### src/lvd_pkg.sv
package lvd_pkg;
    // ----------------------------------------
    // register offsets
    // ----------------------------------------
    localparam logic [3:0] OFS_CTRL = 4'h0;
    localparam logic [3:0] OFS_STAT = 4'h4;
    localparam logic [3:0] OFS_MASK = 4'h8;
    localparam logic [3:0] OFS_GLOB = 4'hC;
    // ----------------------------------------
    // control fields
    // ----------------------------------------
    localparam int BIT_STABLE = 5;
    localparam int BIT_EN = 4;
    localparam int LVL_LSB = 0;
    localparam int LVL_W = 4;
    localparam logic [3:0] LVL_RESET = 4'h5;
    localparam logic [3:0] LVL_EXT = 4'hF;
    localparam logic [3:0] LVL_MIN = 4'h2;
    localparam int CTRL_W = 6;
    // ----------------------------------------
    // status, mask and global fields
    // ----------------------------------------
    localparam int IRQ_LOW = 0;
    localparam int IRQ_STABLE = 1;
    localparam int IRQ_W = 2;
    localparam int GLB_GIE = 0;
    localparam int STRB_LANE = 0;
    // ----------------------------------------
    // bus answers and timing
    // ----------------------------------------
    localparam logic [1:0] RESP_OKAY = 2'h0;
    localparam logic [1:0] RESP_SLVERR = 2'h2;
    localparam int CLK_NS = 100;
    localparam int REF_STARTUP_NS = 20000;
    localparam int SETTLE_NS = 1000;
    localparam int CNT_W = 16;
    // ----------------------------------------
    // detector states
    // ----------------------------------------
    typedef enum logic [1:0] {
        ST_OFF = 2'b00,
        ST_WAIT = 2'b01,
        ST_READY = 2'b10
    } lvd_state_t;
endpackage : lvd_pkg

### src/lvd_ctrl.sv
// Decided for this implementation: the AXI4-Lite register port and the placing of the registers.
`timescale 1ns/1ps
// Contract
// - control bits 7 and 6 always read as zero
// - stable flag at bit 5 reads one only when detection is valid
// - enable at bit 4 powers comparator and divider up or down
// - level code all ones routes comparator to external input
// - codes 2 to 14 pick rising divider taps, 0 and 1 reserved
// - each enable waits a settle interval before flags are trusted
// - early false flag setting tolerated and clearable by software
// - low flag cannot be raised before reference is stable
// - start-up interval timed in real time, not clock dependent
// - reference off with brown-out off needs full start-up time
// - detector keeps running in sleep and sets the flag there
// - flag set in sleep wakes device, vector only if global on
// - any reset returns control to reset state, detector off
// - flag set when selected tap falls below the reference
// - flag set with interrupt enabled branches to the vector
module lvd_ctrl
    import lvd_pkg::*;
#(
    parameter int ADDR_W = 4,
    parameter int CLK_PERIOD_NS = CLK_NS,
    parameter int REF_NS = REF_STARTUP_NS,
    parameter int SET_NS = SETTLE_NS
) (
    // clock and reset
    input wire logic aclk,
    input wire logic aresetn,
    // axi4-lite write
    input wire logic [ADDR_W-1:0] awaddr,
    input wire logic awvalid,
    output logic awready,
    input wire logic [31:0] wdata,
    input wire logic [3:0] wstrb,
    input wire logic wvalid,
    output logic wready,
    output logic [1:0] bresp,
    output logic bvalid,
    input wire logic bready,
    // axi4-lite read
    input wire logic [ADDR_W-1:0] araddr,
    input wire logic arvalid,
    output logic arready,
    output logic [31:0] rdata,
    output logic [1:0] rresp,
    output logic rvalid,
    input wire logic rready,
    // analog side
    input wire logic cmp_low_async,
    input wire logic brownout_reset_en,
    output logic detector_power_enable,
    output logic [LVL_W-1:0] tap_select,
    output logic external_trip_input_sel,
    // cpu side
    input wire logic sleep_active,
    output logic irq,
    output logic irq_vector_req,
    output logic wake_req
);
    // ----------------------------------------
    // timing counts
    // ----------------------------------------
    localparam int REF_I = (REF_NS + CLK_PERIOD_NS - 1) / CLK_PERIOD_NS;
    localparam int SET_I = (SET_NS + CLK_PERIOD_NS - 1) / CLK_PERIOD_NS;
    localparam logic [CNT_W-1:0] REF_CYC = CNT_W'(REF_I < 1 ? 1 : REF_I);
    localparam logic [CNT_W-1:0] SET_CYC = CNT_W'(SET_I < 1 ? 1 : SET_I);
    localparam int REF_MIN = 8;

    if (ADDR_W < 4 || REF_I < REF_MIN || REF_I >= 2**CNT_W ||
        SET_I >= 2**CNT_W) begin : g_chk
        $error("lvd_ctrl: parameter out of range");
    end

    // ----------------------------------------
    // decode helpers
    // ----------------------------------------
    function automatic logic addr_ok(input logic [3:0] a);
        addr_ok = (a == OFS_CTRL) || (a == OFS_STAT) ||
                  (a == OFS_MASK) || (a == OFS_GLOB);
    endfunction : addr_ok

    function automatic logic lvl_reserved(input logic [3:0] l);
        lvl_reserved = (l < LVL_MIN);
    endfunction : lvl_reserved

    // ----------------------------------------
    // state
    // ----------------------------------------
    logic awready_q, wready_q, bvalid_q, arready_q, rvalid_q;
    logic aw_have_q, w_have_q;
    logic [3:0] awaddr_q;
    logic [7:0] wdata_q;
    logic wlane_q;
    logic [1:0] bresp_q, rresp_q;
    logic [31:0] rdata_q;
    logic en_q;
    logic [LVL_W-1:0] lvl_q, tap_q;
    logic ext_q;
    logic [IRQ_W-1:0] stat_q, mask_q;
    logic gie_q;
    logic irq_q, vec_q, wake_q;
    logic cmp_m_q, cmp_s_q;
    logic [CNT_W-1:0] cnt_q;
    lvd_state_t st_q;
    logic do_wr, wr_ctrl, wr_stat, wr_mask, wr_glob;
    logic [IRQ_W-1:0] stat_set, stat_clr;
    logic [31:0] rd_mux;

    assign do_wr = aw_have_q && w_have_q && !bvalid_q;
    assign wr_ctrl = do_wr && wlane_q && (awaddr_q == OFS_CTRL);
    assign wr_stat = do_wr && wlane_q && (awaddr_q == OFS_STAT);
    assign wr_mask = do_wr && wlane_q && (awaddr_q == OFS_MASK);
    assign wr_glob = do_wr && wlane_q && (awaddr_q == OFS_GLOB);

    // ----------------------------------------
    // write channels
    // ----------------------------------------
    always_ff @(posedge aclk) begin
        if (!aresetn) begin
            awready_q <= 1'b0;
            aw_have_q <= 1'b0;
            awaddr_q <= 4'h0;
        end else if (awvalid && awready_q) begin
            awready_q <= 1'b0;
            aw_have_q <= 1'b1;
            awaddr_q <= awaddr[3:0];
        end else begin
            if (do_wr) begin
                aw_have_q <= 1'b0;
            end
            awready_q <= !aw_have_q && !bvalid_q;
        end
    end

    always_ff @(posedge aclk) begin
        if (!aresetn) begin
            wready_q <= 1'b0;
            w_have_q <= 1'b0;
            wdata_q <= 8'h00;
            wlane_q <= 1'b0;
        end else if (wvalid && wready_q) begin
            wready_q <= 1'b0;
            w_have_q <= 1'b1;
            wdata_q <= wdata[7:0];
            wlane_q <= wstrb[STRB_LANE];
        end else begin
            if (do_wr) begin
                w_have_q <= 1'b0;
            end
            wready_q <= !w_have_q && !bvalid_q;
        end
    end

    always_ff @(posedge aclk) begin
        if (!aresetn) begin
            bvalid_q <= 1'b0;
            bresp_q <= RESP_OKAY;
        end else if (do_wr) begin
            bvalid_q <= 1'b1;
            bresp_q <= addr_ok(awaddr_q) ? RESP_OKAY : RESP_SLVERR;
        end else if (bready) begin
            bvalid_q <= 1'b0;
        end
    end

    // ----------------------------------------
    // read channel
    // ----------------------------------------
    always_comb begin
        rd_mux = 32'h0000_0000;
        case (araddr[3:0])
            OFS_CTRL: begin
                rd_mux[BIT_STABLE] = (st_q == ST_READY);
                rd_mux[BIT_EN] = en_q;
                rd_mux[LVL_W-1:0] = lvl_q;
            end
            OFS_STAT: rd_mux[IRQ_W-1:0] = stat_q;
            OFS_MASK: rd_mux[IRQ_W-1:0] = mask_q;
            OFS_GLOB: rd_mux[GLB_GIE] = gie_q;
            default: rd_mux = 32'h0000_0000;
        endcase
    end

    always_ff @(posedge aclk) begin
        if (!aresetn) begin
            arready_q <= 1'b0;
            rvalid_q <= 1'b0;
            rdata_q <= 32'h0000_0000;
            rresp_q <= RESP_OKAY;
        end else if (arvalid && arready_q) begin
            arready_q <= 1'b0;
            rvalid_q <= 1'b1;
            rdata_q <= rd_mux;
            rresp_q <= addr_ok(araddr[3:0]) ? RESP_OKAY : RESP_SLVERR;
        end else begin
            if (rvalid_q && rready) begin
                rvalid_q <= 1'b0;
            end
            arready_q <= !rvalid_q;
        end
    end

    // ----------------------------------------
    // control register
    // ----------------------------------------
    // reset state
    always_ff @(posedge aclk) begin
        if (!aresetn) begin
            en_q <= 1'b0;
            lvl_q <= LVL_RESET;
        end else if (wr_ctrl) begin
            en_q <= wdata_q[BIT_EN];
            lvl_q <= wdata_q[LVL_LSB +: LVL_W];
        end
    end

    always_ff @(posedge aclk) begin
        if (!aresetn) begin
            tap_q <= LVL_MIN;
            ext_q <= 1'b0;
        end else begin
            ext_q <= (lvl_q == LVL_EXT);
            tap_q <= lvl_reserved(lvl_q) ? LVL_MIN : lvl_q;
        end
    end

    // ----------------------------------------
    // comparator synchroniser
    // ----------------------------------------
    always_ff @(posedge aclk) begin
        if (!aresetn) begin
            cmp_m_q <= 1'b0;
            cmp_s_q <= 1'b0;
        end else begin
            cmp_m_q <= cmp_low_async;
            cmp_s_q <= cmp_m_q;
        end
    end

    // ----------------------------------------
    // stabilisation sequencer
    // ----------------------------------------
    always_ff @(posedge aclk) begin
        if (!aresetn) begin
            st_q <= ST_OFF;
            cnt_q <= '0;
        end else begin
            case (st_q)
                ST_OFF: begin
                    if (en_q) begin
                        st_q <= ST_WAIT;
                        cnt_q <= brownout_reset_en ? SET_CYC : REF_CYC;
                    end
                end
                ST_WAIT: begin
                    if (!en_q) begin
                        st_q <= ST_OFF;
                    end else if (cnt_q == '0) begin
                        st_q <= ST_READY;
                    end else begin
                        cnt_q <= cnt_q - CNT_W'(1);
                    end
                end
                ST_READY: begin
                    if (!en_q) begin
                        st_q <= ST_OFF;
                    end
                end
                default: st_q <= ST_OFF;
            endcase
        end
    end

    // ----------------------------------------
    // interrupt status
    // ----------------------------------------
    always_comb begin
        stat_set = '0;
        stat_set[IRQ_LOW] = cmp_s_q && en_q && (st_q == ST_READY);
        stat_set[IRQ_STABLE] = (st_q == ST_WAIT) && en_q &&
                               (cnt_q == '0);
        stat_clr = wr_stat ? wdata_q[IRQ_W-1:0] : '0;
    end

    always_ff @(posedge aclk) begin
        if (!aresetn) begin
            stat_q <= '0;
        end else begin
            stat_q <= (stat_q & ~stat_clr) | stat_set;
        end
    end

    always_ff @(posedge aclk) begin
        if (!aresetn) begin
            mask_q <= '0;
            gie_q <= 1'b0;
        end else begin
            if (wr_mask) begin
                mask_q <= wdata_q[IRQ_W-1:0];
            end
            if (wr_glob) begin
                gie_q <= wdata_q[GLB_GIE];
            end
        end
    end

    always_ff @(posedge aclk) begin
        if (!aresetn) begin
            irq_q <= 1'b0;
            vec_q <= 1'b0;
            wake_q <= 1'b0;
        end else begin
            irq_q <= |(stat_q & mask_q);
            vec_q <= (|(stat_q & mask_q)) && gie_q;
            wake_q <= sleep_active && stat_q[IRQ_LOW];
        end
    end

    // ----------------------------------------
    // outputs
    // ----------------------------------------
    assign awready = awready_q;
    assign wready = wready_q;
    assign bvalid = bvalid_q;
    assign bresp = bresp_q;
    assign arready = arready_q;
    assign rvalid = rvalid_q;
    assign rdata = rdata_q;
    assign rresp = rresp_q;
    assign detector_power_enable = en_q;
    assign tap_select = tap_q;
    assign external_trip_input_sel = ext_q;
    assign irq = irq_q;
    assign irq_vector_req = vec_q;
    assign wake_req = wake_q;
endmodule : lvd_ctrl

### config.mk
export PLATFORM = sky130hd
export DESIGN_NAME = lvd_ctrl
export DESIGN_NICKNAME = d
export VERILOG_FILES = /design/src/lvd_pkg.sv /design/src/lvd_ctrl.sv
export SDC_FILE = /design/constraint.sdc
export NUM_CORES = 1
export LEC_CHECK = 0
export ABC_AREA = 1
export BUFFER_PORTS_ARGS = -buffer_cell sky130_fd_sc_hd__clkbuf_2
export CAP_MARGIN = 30
export CORE_MARGIN = 2
export CORE_UTILIZATION = 53
export CTS_CLUSTER_SIZE = 30
export DETAILED_ROUTE_END_ITERATION = 16
export GPL_TIMING_DRIVEN = 0
export HOLD_SLACK_MARGIN = 0.08
export PLACE_DENSITY_LB_ADDON = 0.05
export SYNTH_ARGS = -nofsm -noshare
export SYNTH_HDL_FRONTEND = slang
export SYNTH_SLANG_ARGS = --single-unit
### constraint.sdc
create_clock -name aclk -period 2.35 [get_ports aclk]
set_clock_uncertainty 0.15 [all_clocks]
set_input_delay 0.3525 -clock aclk [delete_from_list [all_inputs] [get_ports aclk]]
set_output_delay 0.3525 -clock aclk [all_outputs]
set_load 0.02 [all_outputs]
Word-level counts from Yosys, hierarchy flattened
Index checks and enable logic that the tools add are counted.
{ "classes": {"n_addsub": 1, "magnitude_cmp": 1, "n_eq_ne": 14, "n_mux": 23, "n_bitwise": 5, "reduce_logical": 45} }
{ "op_table": {"columns": ["op", "count"], "rows": [
  ["two-way mux 16 bit", 3],
  ["one-hot mux 16 bit (2 select lines)", 1],
  ["equality test 4 bit (second input constant)", 5],
  ["logical AND 1 bit", 19],
  ["zero test 16 bit", 1],
  ["subtractor 16 x 1 -> 16 bit (second input constant)", 1],
  ["two-way mux 2 bit", 7],
  ["nonzero test 2 bit", 5],
  ["OR reduction 2 bit", 5],
  ["equality test 4 x 3 -> 1 bit (second input constant)", 2],
  ["zero test 4 bit", 2],
  ["two-way mux 8 bit", 1],
  ["inequality test 2 bit (second input constant)", 4],
  ["two-way mux 1 bit", 7],
  ["logical OR 1 bit", 6],
  ["one-hot mux 2 bit (3 select lines)", 1],
  ["AND 2 bit", 2],
  ["zero test 1 bit", 4],
  ["< comparator 4 x 2 -> 1 bit (second input constant)", 1],
  ["two-way mux 4 bit", 1],
  ["one-hot mux 1 bit (4 select lines)", 1],
  ["AND reduction 4 bit", 1],
  ["inequality test 3 bit (second input constant)", 1],
  ["one-hot mux 1 bit (3 select lines)", 1],
  ["other kinds (7)", 7]
]} }
{ "word_totals": {"regBits": 65, "in_bits": 54, "output_inout_bits": 50, "elab_cells": 116} }

Logic depth before layout (Yosys ltp)
{ "logic_depth": {"word_depth": 8, "ltp_mapped": 10, "depth_no_buf": 10} }

Least setup slack after synthesis
OpenSTA, ideal clock, no wires.
{ "synth_timing": {"kind": "register -> register", "start": "reg en_q, in the netlist detector_power_enable", "end": "reg cnt_q[12]", "setup_ns": 0.113, "arrival_time_ns": 1.285, "required_time_ns": 2.087, "path_slack_ns": 0.802, "stages_incl_launch_ff": 8, "n_path_buf": 0, "path_cell_list": "dfxtp_1 > inv_1 > nor2_2 > nand4_1 > nor2_1 > nand2_1 > nand2_1 > nor2_1"} }
{ "synth_between": {"elab_chain_cells": 2} }
{ "synth_rtl": {"columns": ["element", "line_no", "text"], "rows": [
  ["start, declared", "lvd_ctrl.sv:97", "logic en_q;"],
  ["start signal, assigned", "lvd_ctrl.sv:213", "en_q <= wdata_q[BIT_EN];"],
  ["inequality test 2 bit (no source line)", null, null],
  ["AND reduction 4 bit (no source line) (*)", null, null],
  ["end signal, assigned", "lvd_ctrl.sv:253", "cnt_q <= brownout_reset_en ? SET_CYC : REF_CYC;"],
  ["end signal, assigned", "lvd_ctrl.sv:262", "cnt_q <= cnt_q - CNT_W'(1);"],
  ["end, declared", "lvd_ctrl.sv:104", "logic [CNT_W-1:0] cnt_q;"]
]} }
Every way passes the cells marked *; elsewhere a longest branch is shown, timed or not.
A chain may end at the register's enable or synchronous reset.

Worst setup path in the final report
{ "layout_timing": {"start": "reg cnt_q[0]", "end": "reg cnt_q[6]"} }
{ "layout_between": {"elab_chain_cells": 4} }
{ "layout_rtl": {"columns": ["element", "line_no", "text"], "rows": [
  ["subtractor 16 x 1 -> 16 bit", "lvd_ctrl.sv:262", null],
  ["two-way mux 16 bit", "lvd_ctrl.sv:259", "end else if (cnt_q == '0) begin"],
  ["two-way mux 16 bit", "lvd_ctrl.sv:257", "if (!en_q) begin"],
  ["one-hot mux 16 bit (2 select lines)", "lvd_ctrl.sv:249", "case (st_q)"]
]} }
Parallel ways exist; a longest one is shown, timed or not. The select of a mux whose other input is x is not followed.

==> key figures <==
Synthesis
  – Synth async-reset ratio: 0%
  – Yosys top cell area share: 43.6%
  – Synthesis warning total: 0
  – Register area share after synthesis: 43.6%
  – Synth top area cells: dfxtp_1, nor2_1, nand2_1
  – Predominant post-synthesis flop cell: dfxtp_1
  – Leading cell types by count after synthesis: nor2_1, dfxtp_1, nand2_1
  – EDFF count, synth: 0
  – Avg Inst Size Synth: 7.29 sq um
  – Synthesized instance count: about 400
  – Largest area contributor in the netlist: dfxtp_1
  – Count leader, synth: nor2_1
  – Yosys reg bits: between 60 and 70
  – Post-Syn Area: 2890 sq um
  – Netlist cell types: 31

STA
  – Post-layout min period: 1.74 ns
  – Slew @ Worst Pin: about 0.6 ns
  – Final Hold Viols: 0
  – RSZ-0062 raised after global routing: no
  – Tcrit/Tclk final: 73.9%
  – Fmax: between 500 and 600 MHz
  – Final setup violation count: 0
  – Max-slew violations: 0
  – Slew margin rel.: 59.6%
  – Setup TNS: 0 ns

Flow run
  – Max_cap viols: 0

Critical path
  – Arrival time worst endpoint: 1.81 ns
  – Buf/Inv on CP: 2
  – Worst r2r path cells: 9
  – R2R Path End: cnt_q[6]
  – Slowest CP cell: dfxtp_1
  – CP delay by family, top: simple AND/OR/NAND/NOR gates
  – Reg2Reg Setup Slack: 0.61 ns
  – CP cell instances: inv_1, ha_1, nand2_2, nor2_2, nand3_4, nand2_4, inv_1, o21ai_0, nor2_1
  – Required @ worst endpoint: 2.43 ns
  – Worst Path Class, Setup: reg2reg
  – Critical path's largest stage delay: 0.31 ns
  – Worst flop-to-flop path startpoint: cnt_q[0]
  – Crit. End Element: register
  – CP Max Fanout: 6
  – Crit start category: register
  – Crit path top cell by count: inv_1

Power
  – VDD IR-drop max: 0.434 mV
  – Sw frac: a little over a quarter
  – Switching pwr: 0.000567 W
  – Comb pwr share: 10.4%
  – Pint: 0.00155 W
  – Sequential power share: 52.4%
  – Power density over the cells: 607 nW/um^2
  – Lkg Pwr: 1.73 nW
  – Final Power: between 0.002 and 0.0025 W
  – Clk pwr share: 37.2%

Placement
  – Final HPWL DP: roughly 4500 um
  – Placed cell count: 538
  – Port Buf Inserts: between 40 and 50
  – GPL Wtd Cong: approximately 0.8

Clock tree
  – CTS buffer count: 9
  – Clock sink total: 63
  – Post-CTS Setup Bufs: 0
  – Clk buf depth: 2
  – Clock-pin slew on the worst setup and hold paths: 0.07 ns
  – H-tree Lvls: 3
  – Root Buffer: clkbuf_8
  – Post-cts repair resize count: 0
  – CTS tree: done
  – Clk_lat worst skew: 0.33 ns

Floorplan
  – Die width: 77.9 um
  – Cell Rows: 26
  – Vertical die dimension: 77.9 um
  – Die footprint: 6070 sq um
  – Core footprint: slightly above 5000 sq um
  – Initial Util: 56.0%
  – IO Pins: 104

Route
  – Post-Route WL: 6080 um
  – DRC: 0
  – Total number of vias: 2602
  – Antenna Violating Nets Remaining: 0
  – DR WL/cell: 10.9 um
  – Initial DRC Count: ~160
  – DRT Pass-1 Iters: 4
  – Via/cell ratio: 4.67

Cells and area
  – Post-Layout Cell Count: roughly 560
  – Area of the multi-input gates: 1310 sq um
  – Fraction of layout cells with a size suffix above 1: 22.2%
  – Layout area overhead: 20.9%
  – Final net count: 537
  – Antenna cells: 0
  – FF+latch area: between 1000 and 1500 sq um
  – Layout filler cell count: between 400 and 500

Min path
  – Min-delay src: wdata[3]
  – Hold path depth: 3
  – Worst min-delay path category: in2reg
  – Hold Path End: wdata_q[3]

Global routing
  – Largest net degree at the start of global routing: 12
  – GRT busiest layer: met2
  – GRT Overall Usage: 20.9%
  – First-pass GRT wire length: 10100 um
  – Number of global-route vias before repair: 2315
  – M2 GR Usage: 34.3%
  – Initial antenna violation count: 0
  – Remaining Overflow, GRT: 0
  – Routing usage on met1: 26.5%
  – GR Layer Usage met3: 6.16%

Status
  – Run status: finished, final reports clean
[cell families (layout without fill, tap and decap cells)]
kind of cell               Yosys count  after routing  synth area share, %
and+or+nand+nor                    189            189                 28.9
DFF                                 63             63                 43.6
AOI/OAI and AO/OA                   59             59                 11.6
xor gates and xnor gates             2              2                0.605
other                                1             28                0.130
buffers and inverters               82            145                 14.7
adders and majority gates            1              1                0.432
[worst register-to-register path, stage by stage (launching register included)]
cell     delay [ns]
dfxtp_1        0.31
inv_1          0.09
ha_1           0.20
nand2_2        0.11
nor2_2         0.18
nand3_4        0.14
nand2_4        0.11
inv_1          0.10
o21ai_0        0.19
nor2_1         0.06
[placed cells by master, fill, tap and decap left out, drive strengths merged]
master,instances
nor2,78
nand2,66
dfxtp,63
clkbuf,60
inv,46
buf,30
a21oi,29
conb,28
o21ai,22
nand3,21
nand4,14
nor3,7
o31ai,5
clkinvlp,3
clkinv,3
dlygate4sd3,3
xor2,2
nor4,1
a22o,1
or2,1
and2,1
o211ai,1
o21bai,1
ha,1
[final cells by class]
cell class              count  share of cell area, %
multi-input cells         279                   37.4
flip-flops and latches     63                   36.1
plain buffers              36                   7.26
repair buffers             47                   7.15
inverters                  46                   4.94
clock buffers              10                   3.65
well taps                  70                   2.50
clock inverters             6                   1.07
[power groups by stage]
stage / combinational, W / clock, W / sequential (W)
after floorplan: 0.000149 / 0 / 0.00115
after global placement: 0.000213 / 0 / 0.00113
after detailed placement: 0.000215 / 0 / 0.00114
after CTS: 0.000220 / 0.000812 / 0.00111
after global routing: 0.000244 / 0.000875 / 0.00111
final: 0.000220 / 0.000790 / 0.00111
[routing by layer]
layer	routed length [um]	up-vias
met5	0	-
met4	64	0
met3	433	6
met2	2670	79
met1	2920	1124
li1	-	1393
[metrics by stage]
step	hold WS (ns)	util [%]	setup WS (ns)	area, sq um
global placement	0.247	63.9	0.656	3300
CTS	0.111	67.6	0.607	3500
floorplan	0.240	-	0.802	3000
global route	0.117	67.6	0.464	3500
detailed placement	0.253	63.9	0.612	3300
finish	0.124	67.6	0.614	3500
[flip-flops by register name (all words and copies together), names as in the netlist, 2 cells and up]
name and flops:
awaddr_q 4, cnt_q 16, lvl_q 4, mask_q 2
rdata 6, st_q 2, stat_q 2, tap_select 4
wdata_q 5
[worst max-delay path by stage]
stage,startpoint,end,depth (start not counted)
finish,cnt_q[0],cnt_q[6],9
detailed placement,cnt_q[0],cnt_q[6],9
CTS,cnt_q[0],cnt_q[6],9
global route,bvalid,detector_power_enable,6
floorplan,detector_power_enable,cnt_q[12],7
global placement,cnt_q[0],cnt_q[6],9
[what timing repair did]
item | 4_1_cts | 5_1_grt
hold buffers | 3 | 0
setup endpoints to repair | 0 | 0
hold endpoints to repair | 3 | 0
Note: power is estimated with default switching activity, not from simulation.
